<file path="config.mk">
export PLATFORM = sky130hd
export DESIGN_NAME = ctv_regs
export DESIGN_NICKNAME = d
export VERILOG_FILES = /design/src/design/ctv_pkg.sv /design/src/design/ctv_regs.sv
export SDC_FILE = /design/constraint.sdc
export NUM_CORES = 2
export LEC_CHECK = 0
export ABC_AREA = 1
export BUFFER_PORTS_ARGS = -buffer_cell sky130_fd_sc_hd__buf_2
export CAP_MARGIN = 20
export CORE_ASPECT_RATIO = 1.1
export CORE_MARGIN = 2
export CORE_UTILIZATION = 60
export DETAILED_ROUTE_END_ITERATION = 6
export GPL_TIMING_DRIVEN = 0
export HOLD_SLACK_MARGIN = 0.03
export PLACE_DENSITY = 0.85
export SLEW_MARGIN = 0
export SYNTH_ARGS = -nofsm -noshare
export SYNTH_HDL_FRONTEND = slang
export SYNTH_SLANG_ARGS = --single-unit
</file>
<file path="constraint.sdc">
create_clock -name mclk -period 2.9 [get_ports mclk]
set_input_delay 0.29 -clock mclk [delete_from_list [all_inputs] [get_ports mclk]]
set_output_delay 0.29 -clock mclk [all_outputs]
set_load 0.02 [all_outputs]
</file>
<file path="src/design/ctv_pkg.sv">
/*
  Package for the channel 3/4 trim and volume register bank: register
  offsets, field positions, reset values and the shared output carrier.
  Assumes byte-wide registers on an 8-bit register address space.
*/
package ctv_pkg;
  localparam int unsigned NUM_CH = 2;

  // register offsets
  localparam logic [7:0] OFS_CH3_VOLUME = 8'h48;
  localparam logic [7:0] OFS_CH3_GAIN_TRIM = 8'h49;
  localparam logic [7:0] OFS_CH3_PHASE_TRIM = 8'h4A;
  localparam logic [7:0] OFS_CH4_VOLUME = 8'h4D;
  localparam logic [7:0] OFS_CH4_GAIN_TRIM = 8'h4E;
  localparam logic [7:0] OFS_CH4_PHASE_TRIM = 8'h4F;
  localparam logic [7:0] OFS_PROC_CFG_ZERO = 8'h6B;

  // reset values
  localparam logic [7:0] RST_VOLUME = 8'hC9;
  localparam logic [7:0] RST_GAIN_TRIM = 8'h80;
  localparam logic [7:0] RST_PHASE_TRIM = 8'h00;
  localparam logic [7:0] RST_PROC_CFG_ZERO = 8'h01;

  // field layout of the gain trim register
  localparam int unsigned GAIN_TRIM_MSB = 7;
  localparam int unsigned GAIN_TRIM_LSB = 4;
  localparam logic [3:0] GAIN_TRIM_RSVD = 4'h0;

  // volume code points, in codes
  localparam logic [7:0] VOL_CODE_MUTE = 8'h00;
  localparam logic [7:0] VOL_CODE_UNITY = 8'hC9;
  // gain trim code of 0 dB
  localparam logic [3:0] TRIM_CODE_UNITY = 4'h8;

  // deepest phase delay in modulator cycles
  localparam int unsigned MAX_DELAY = 255;

  // per-channel result handed to the datapath
  typedef struct packed {
    logic mute;
    logic signed [8:0] level_half_db;
    logic signed [4:0] trim_tenth_db;
    logic ramping;
    logic mod_bit_delayed;
  } ctv_chan_out_s;
endpackage

</file>
<file path="src/design/ctv_regs.sv">
/*
  Trim and volume register bank for input channels 3 and 4, with the
  per-channel volume soft-step, gain trim decode and phase delay line.
  Assumes a byte-wide register port fed by the control interface decoder,
  a one-cycle sample strobe for soft-stepping and a one-cycle modulator
  clock strobe with one modulator bit per channel, all synchronous to mclk.
*/
// Behaviour
// - volume code zero mutes the channel output instead of attenuating.
// - volume code 1 gives -100 dB, code 2 gives -99.5 dB.
// - volume code 201 is 0 dB; higher codes raise level to +27 dB at 255.
// - volume code sits in bits 7..0 and resets to unity code 201.
// - gain trim in bits 7..4; code 0 is -0.8 dB, code 1 is -0.7 dB.
// - gain trim resets to code 8 (0 dB); code 15 gives +0.7 dB.
// - phase code delays channel by that many modulator cycles, 0 to 255.
// - phase code resets to zero, so no delay until programmed.
// - volume changes, mutes and unmutes ramp unless soft-step is disabled.
`timescale 1ns/100ps
module ctv_regs #(
  parameter int unsigned DELAY_DEPTH = ctv_pkg::MAX_DELAY
) (
  // clock and reset
  input wire logic mclk,
  input wire logic rst,
  // register port
  input wire logic reg_wr_en,
  input wire logic reg_rd_en,
  input wire logic [7:0] reg_addr,
  input wire logic [7:0] reg_wdata,
  output logic [7:0] reg_rdata,
  output logic reg_rdata_valid,
  // control
  input wire logic soft_step_disable,
  input wire logic sample_tick,
  // modulator stream
  input wire logic mod_tick,
  input wire logic [ctv_pkg::NUM_CH-1:0] mod_bit_in,
  // per-channel results, index 0 is channel 3
  output ctv_pkg::ctv_chan_out_s [ctv_pkg::NUM_CH-1:0] chan_out,
  output logic [7:0] processing_config_zero
);

  // register storage
  logic [7:0] third_channel_volume_code_r;
  logic [7:0] third_channel_volume_code_nxt;
  logic [7:0] fourth_channel_volume_code_r;
  logic [7:0] fourth_channel_volume_code_nxt;
  logic [3:0] third_channel_gain_trim_code_r;
  logic [3:0] third_channel_gain_trim_code_nxt;
  logic [3:0] fourth_channel_gain_trim_code_r;
  logic [3:0] fourth_channel_gain_trim_code_nxt;
  logic [7:0] third_channel_delay_code_r;
  logic [7:0] third_channel_delay_code_nxt;
  logic [7:0] fourth_channel_delay_code_r;
  logic [7:0] fourth_channel_delay_code_nxt;
  logic [7:0] proc_cfg_zero_r;
  logic [7:0] proc_cfg_zero_nxt;
  logic [7:0] rdata_r;
  logic [7:0] rdata_nxt;
  logic rvalid_r;
  logic rvalid_nxt;

  // per-channel views for the generate loop
  logic [ctv_pkg::NUM_CH-1:0][7:0] vol_code;
  logic [ctv_pkg::NUM_CH-1:0][3:0] trim_code;
  logic [ctv_pkg::NUM_CH-1:0][7:0] delay_code;

  assign vol_code[0] = third_channel_volume_code_r;
  assign vol_code[1] = fourth_channel_volume_code_r;
  assign trim_code[0] = third_channel_gain_trim_code_r;
  assign trim_code[1] = fourth_channel_gain_trim_code_r;
  assign delay_code[0] = third_channel_delay_code_r;
  assign delay_code[1] = fourth_channel_delay_code_r;

  always_comb begin
    third_channel_volume_code_nxt = third_channel_volume_code_r;
    fourth_channel_volume_code_nxt = fourth_channel_volume_code_r;
    third_channel_gain_trim_code_nxt = third_channel_gain_trim_code_r;
    fourth_channel_gain_trim_code_nxt = fourth_channel_gain_trim_code_r;
    third_channel_delay_code_nxt = third_channel_delay_code_r;
    fourth_channel_delay_code_nxt = fourth_channel_delay_code_r;
    proc_cfg_zero_nxt = proc_cfg_zero_r;
    if (reg_wr_en) begin
      case (reg_addr)
        ctv_pkg::OFS_CH3_VOLUME: third_channel_volume_code_nxt = reg_wdata;
        ctv_pkg::OFS_CH4_VOLUME: fourth_channel_volume_code_nxt = reg_wdata;
        // low nibble is read-only; whatever software puts there is dropped
        ctv_pkg::OFS_CH3_GAIN_TRIM: begin
          third_channel_gain_trim_code_nxt =
            reg_wdata[ctv_pkg::GAIN_TRIM_MSB:ctv_pkg::GAIN_TRIM_LSB];
        end
        ctv_pkg::OFS_CH4_GAIN_TRIM: begin
          fourth_channel_gain_trim_code_nxt =
            reg_wdata[ctv_pkg::GAIN_TRIM_MSB:ctv_pkg::GAIN_TRIM_LSB];
        end
        ctv_pkg::OFS_CH3_PHASE_TRIM: third_channel_delay_code_nxt = reg_wdata;
        ctv_pkg::OFS_CH4_PHASE_TRIM: fourth_channel_delay_code_nxt = reg_wdata;
        ctv_pkg::OFS_PROC_CFG_ZERO: proc_cfg_zero_nxt = reg_wdata;
        default: begin
        end
      endcase
    end
  end

  // read path: one cycle after the strobe, unmapped offsets read zero
  always_comb begin
    rvalid_nxt = reg_rd_en;
    rdata_nxt = rdata_r;
    if (reg_rd_en) begin
      case (reg_addr)
        ctv_pkg::OFS_CH3_VOLUME: rdata_nxt = third_channel_volume_code_r;
        ctv_pkg::OFS_CH4_VOLUME: rdata_nxt = fourth_channel_volume_code_r;
        ctv_pkg::OFS_CH3_GAIN_TRIM: begin
          rdata_nxt = {third_channel_gain_trim_code_r, ctv_pkg::GAIN_TRIM_RSVD};
        end
        ctv_pkg::OFS_CH4_GAIN_TRIM: begin
          rdata_nxt = {fourth_channel_gain_trim_code_r, ctv_pkg::GAIN_TRIM_RSVD};
        end
        ctv_pkg::OFS_CH3_PHASE_TRIM: rdata_nxt = third_channel_delay_code_r;
        ctv_pkg::OFS_CH4_PHASE_TRIM: rdata_nxt = fourth_channel_delay_code_r;
        ctv_pkg::OFS_PROC_CFG_ZERO: rdata_nxt = proc_cfg_zero_r;
        default: rdata_nxt = 8'h00;
      endcase
    end
  end

  always_ff @(posedge mclk) begin
    if (rst) begin
      third_channel_volume_code_r <= ctv_pkg::RST_VOLUME;
      fourth_channel_volume_code_r <= ctv_pkg::RST_VOLUME;
      third_channel_gain_trim_code_r <=
        ctv_pkg::RST_GAIN_TRIM[ctv_pkg::GAIN_TRIM_MSB:ctv_pkg::GAIN_TRIM_LSB];
      fourth_channel_gain_trim_code_r <=
        ctv_pkg::RST_GAIN_TRIM[ctv_pkg::GAIN_TRIM_MSB:ctv_pkg::GAIN_TRIM_LSB];
      third_channel_delay_code_r <= ctv_pkg::RST_PHASE_TRIM;
      fourth_channel_delay_code_r <= ctv_pkg::RST_PHASE_TRIM;
      proc_cfg_zero_r <= ctv_pkg::RST_PROC_CFG_ZERO;
    end else begin
      third_channel_volume_code_r <= third_channel_volume_code_nxt;
      fourth_channel_volume_code_r <= fourth_channel_volume_code_nxt;
      third_channel_gain_trim_code_r <= third_channel_gain_trim_code_nxt;
      fourth_channel_gain_trim_code_r <= fourth_channel_gain_trim_code_nxt;
      third_channel_delay_code_r <= third_channel_delay_code_nxt;
      fourth_channel_delay_code_r <= fourth_channel_delay_code_nxt;
      proc_cfg_zero_r <= proc_cfg_zero_nxt;
    end
  end

  // a read in the cycle of a write to the same offset returns the old byte
  always_ff @(posedge mclk) begin
    if (rst) begin
      rdata_r <= 8'h00;
      rvalid_r <= 1'b0;
    end else begin
      rdata_r <= rdata_nxt;
      rvalid_r <= rvalid_nxt;
    end
  end

  assign reg_rdata = rdata_r;
  assign reg_rdata_valid = rvalid_r;
  assign processing_config_zero = proc_cfg_zero_r;

  // per-channel soft-step, decode and phase delay
  for (genvar ch = 0; ch < ctv_pkg::NUM_CH; ch++) begin : g_ch
    logic [7:0] applied_r;
    logic [7:0] applied_nxt;
    logic [DELAY_DEPTH-1:0] dline_r;
    logic [DELAY_DEPTH-1:0] dline_nxt;
    logic mod_out_r;
    logic mod_out_nxt;
    ctv_pkg::ctv_chan_out_s res_r;
    ctv_pkg::ctv_chan_out_s res_nxt;

    // the applied code walks one code (0.5 dB) per sample toward the
    // target; mute is code zero so unmute and mute ramp through code 1
    always_comb begin
      applied_nxt = applied_r;
      if (soft_step_disable) begin
        applied_nxt = vol_code[ch];
      end else if (sample_tick) begin
        if (applied_r < vol_code[ch]) begin
          applied_nxt = applied_r + 8'h01;
        end else if (applied_r > vol_code[ch]) begin
          applied_nxt = applied_r - 8'h01;
        end
      end
    end

    // tap 0 passes straight; tap n reads the bit n modulator cycles old
    always_comb begin
      dline_nxt = dline_r;
      mod_out_nxt = mod_out_r;
      if (mod_tick) begin
        dline_nxt = {dline_r[DELAY_DEPTH-2:0], mod_bit_in[ch]};
        if (delay_code[ch] == 8'h00) begin
          mod_out_nxt = mod_bit_in[ch];
        end else begin
          mod_out_nxt = dline_r[delay_code[ch] - 8'h01];
        end
      end
    end

    always_comb begin
      res_nxt.mute = (applied_nxt == ctv_pkg::VOL_CODE_MUTE);
      // code 1 -> -200 half-dB, code 201 -> 0, code 255 -> +54
      if (applied_nxt == ctv_pkg::VOL_CODE_MUTE) begin
        res_nxt.level_half_db = 9'sh000;
      end else begin
        res_nxt.level_half_db = $signed({1'b0, applied_nxt})
          - $signed({1'b0, ctv_pkg::VOL_CODE_UNITY});
      end
      res_nxt.trim_tenth_db = $signed({1'b0, trim_code[ch]})
        - $signed({1'b0, ctv_pkg::TRIM_CODE_UNITY});
      res_nxt.ramping = (applied_nxt != vol_code[ch]);
      res_nxt.mod_bit_delayed = mod_out_nxt;
    end

    always_ff @(posedge mclk) begin
      if (rst) begin
        applied_r <= ctv_pkg::RST_VOLUME;
      end else begin
        applied_r <= applied_nxt;
      end
    end

    // limitation: codes above DELAY_DEPTH would read past the line
    always_ff @(posedge mclk) begin
      if (rst) begin
        dline_r <= '0;
        mod_out_r <= 1'b0;
      end else begin
        dline_r <= dline_nxt;
        mod_out_r <= mod_out_nxt;
      end
    end

    always_ff @(posedge mclk) begin
      if (rst) begin
        res_r <= '0;
      end else begin
        res_r <= res_nxt;
      end
    end

    assign chan_out[ch] = res_r;
  end

endmodule

</file>
==> out/metrics.cfg <==
[clocking]
cts_made_buffers=59
cts_root_buffer=clkbuf_16
cts_max_level=2
tritoncts_num_sinks=615
cts.reportedPaths.clkPinSlew_ps=70
cts_tree=built
clock_insertion_delay_worst_skew_ps=660
max-clock-path-buffers=3

[die]
rows=82
die_x_um=209
dieArea_mm2=0.0480
floorplan.initialDensity_pct=60.8
fp.dieH_um=230
core_area_mm2=0.0457
floorplan.io_pins=76

[synthesis]
yosys.cell_types.count=45
syn_inst=3836
synth.mux.area_fraction_pct=0
post_synth_instance_area_mm2=0.0278
synthesis.nets=3889
number_of_flip_flops_and_latches_in_the_synthesized_netlist=615
synth_xor_area_share_pct=0.748
largest_family_of_logic_cells_by_synthesized_area=compound AO/OA/AOI/OAI gates
yosysSeqAreaShare_pct=44.3
synth_fa_ha_area_share_pct=1.26
synthSimpleGateAreaFrac_pct=16.5
synthesis.yosys.warnings=0
compound_gate_fraction_of_synth_area_pct=28.0
post_synth.cell_area_avg_um2=7.24

[critical_path]
worst-setup-path-type=register to register
critical_path.slowest_cell=xor2_4
critical-path-top-cell-by-count=nand3_1
destination_of_the_worst_register_to_register_timing_path=chan_out[17]
setup.reg_to_reg.worst_slack_ps=8
critical_path.reg2reg.startpoint=fourth_channel_delay_code_r[0]
setup.worst_path.start=fourth_channel_delay_code_r[0]
arrival_ps=3480
timing.critical_path.to_type=register
required_ps=3490
critical_path.startpoint_type=register
worst-path-max-fanout=19
critical_path.max_stage_delay_ps=490
rr_worst_depth=13
cell_chain_critical_path=buf_6, inv_6, ha_1, nand2_2, xor2_4, inv_2, nand3_1, nand3_1, nand3_2, nand3_1, nand3_1, nand2_1, a21oi_1

[route]
wire_per_inst_um=20.0
drt_pre_antenna_iters=7
detailroute.via_count=28900
drt_iter0_markers=3755
drc=1
detail_route.vias_per_cell=6.25
antenna_violating_nets_post_route=0
wirelength_mm=92.6

[timing]
slew_headroom_pct=22.6
finalHoldViolations=0
drv_slew=0
max_slew.worst_pin.slew_ps=1160
max_freq_ghz=0.346
finalClockSkew_ps=39.3
layout_worst_path_cycle_share_pct=99.7
period_minus_slack_ps=2890
final_critical_path_setup_slack_ps=7.62
setup_viol_count_final=0

[power]
clock_power_share_pct=41.1
total_power_mw=19.4
power.share.switching_pct=26.9
share_seq_of_total_power_pct=47.5
cell_internal_pwr_mw=14.2
cellLeakagePower_nw=12.6
irDropWorstVdd_mv=0.473
netSwitchingPower_mw=5.23
pwr-share-comb_pct=11.3
p_per_area_mw_per_mm2=622

[placement]
placement.io_buffers=69
detailedPlace.worstSlack_ps=-572
routability_cong=1.00
hpwlAfterDp_mm=61.1

[worst_hold_path]
timing.hold.worst_path_depth=3
min_to=processing_config_zero[1]
worstHoldPathType=input pin to register
startpoint_of_the_worst_hold_path=reg_wdata[1]

[layout]
post_layout_util_pct=68.5
layout.cells.most_common_list=o21ai_0 (761), dfxtp_1 (612), a21oi_1 (584)
antenna_cells=0
areaGrowthSynthToFinish_pct=12.7
filler_cell_count=3758
layout_commonest_cell=o21ai_0
final_layout_size_suffix_gt1_share_pct=9.13
final_net_count=4037

[global_route]
number_of_antenna_violations_at_the_first_check_in_global_routing=3
pin_count_of_the_biggest_net_entering_global_routing=20
groute.usage.overall_pct=37.2
first_global_vias=26700
wire_length_of_the_first_global_routing_pass_mm=143
grt-ovfl-total=0

[status]
failing_checks=design-rule violations
status=finished with violations

[job]
max_cap_violations=0

-- cells by family (layout without fill, tap and decap cells) --
kind of cell,count (synthesis),count (layout)
adders and majority gates,28,28
xor gates and xnor gates,16,16
buffers and inverters,624,820
AOI/OAI and AO/OA,1487,1487
and+or+nand+nor,1066,1066
DFF,615,615
-- power by group through the flow --
| stage | Clock (mW) | Combinational, mW | Sequential [mW] |
|---|---|---|---|
| after floorplan | 0 | 1.48 | 9.38 |
| after global placement | 0 | 2.02 | 9.39 |
| after detailed placement | 0 | 2.07 | 9.41 |
| after CTS | 7.97 | 2.10 | 9.23 |
| after global routing | 8.31 | 2.45 | 9.29 |
| final | 8.00 | 2.21 | 9.24 |
-- cell usage after synthesis (all sizes together) --
library cell	n	area share [%]
o221ai	2	0.063
o211ai	89	2.4
xor2	14	0.63
or2	3	0.068
clkinv	3	0.041
a22o	1	0.032
a21o	1	0.027
o22ai	13	0.29
xnor2	2	0.12
nand3b	4	0.11
ha	28	1.3
nor3	11	0.25
o21bai	2	0.054
nand3	225	4.2
clkbuf	207	2.8
nand2	444	6.4
nand4	20	0.47
o21a	1	0.054
a21oi	592	11
nor4	1	0.023
a221oi	6	0.19
nor2	358	5.0
buf	90	2.0
dfxtp	615	44
o21ai	780	14
inv	324	4.4
-- how the worst max path moves through the flow --
stage,end,slack (ps)
after CTS,chan_out[17],7
after global placement,chan_out[17],-580
after global routing,chan_out[0],-20
final,chan_out[17],8
after floorplan,chan_out[26],580
after detailed placement,chan_out[17],-570
-- metal layers --
metal	part of all wire (%)	up-vias	track usage (%)	routed length (µm)
li1	-	13300	-	-
met1	37	13200	45.3	34300
met2	44	1911	57.4	40300
met3	12	501	9.61	11100
met4	7.3	4	26.0	6760
met5	0.029	-	0	27
-- per-stage QoR --
step                      hold WS [ps]  area (µm²)  setup TNS (ps)  cells
after global placement             441       28800           -1070   4493
final                             42.5       31300               0   4620
after global routing              62.9       31300           -29.4   4620
after detailed placement           454       28800           -1470   4493
after CTS                         32.6       31000               0   4610
after floorplan                    413       27800               0   3836
-- area by class of cell --
type | count | area [µm²] | area share, %
Clock inverter | 11 | 193 | 0.616
Inverter | 327 | 1240 | 3.97
Tap cell | 588 | 736 | 2.35
Clock buffer | 98 | 1790 | 5.73
Multi-Input combinational cell | 2597 | 13000 | 41.6
Sequential cell | 615 | 12300 | 39.4
Timing Repair Buffer | 88 | 536 | 1.71
Buffer | 296 | 1460 | 4.66
-- critical path, delay by kind of cell (launching register included) --
family	cells	cell delay, ps
buffers and inverters	3	570
AO/OA/AOI/OAI	1	140
XOR/XNOR	1	490
AND/OR/NAND/NOR	7	930
adder cells (fa/ha/maj)	1	350
flip-flops	1	310
-- what timing repair did --
action	CTS	global route
endpoints found under the setup margin	2	16
hold endpoints to repair	21	0
gates resized for setup	39	62
buffers inserted	0	10
pin swaps	0	8
hold buffers	9	0
-- sequential cells by signal (all words and copies together), names as in the netlist --
name and cells:
chan_out 32, reg_rdata 8, processing_config_zero 8, g_ch.dline_r 510, fourth_channel_gain_trim_code_r 4, g_ch.applied_r 16
third_channel_gain_trim_code_r 4, reg_rdata_valid 1, third_channel_delay_code_r 8, third_channel_volume_code_r 8, fourth_channel_volume_code_r 8, fourth_channel_delay_code_r 8
No activity file was read; power rests on OpenSTA's default activity.
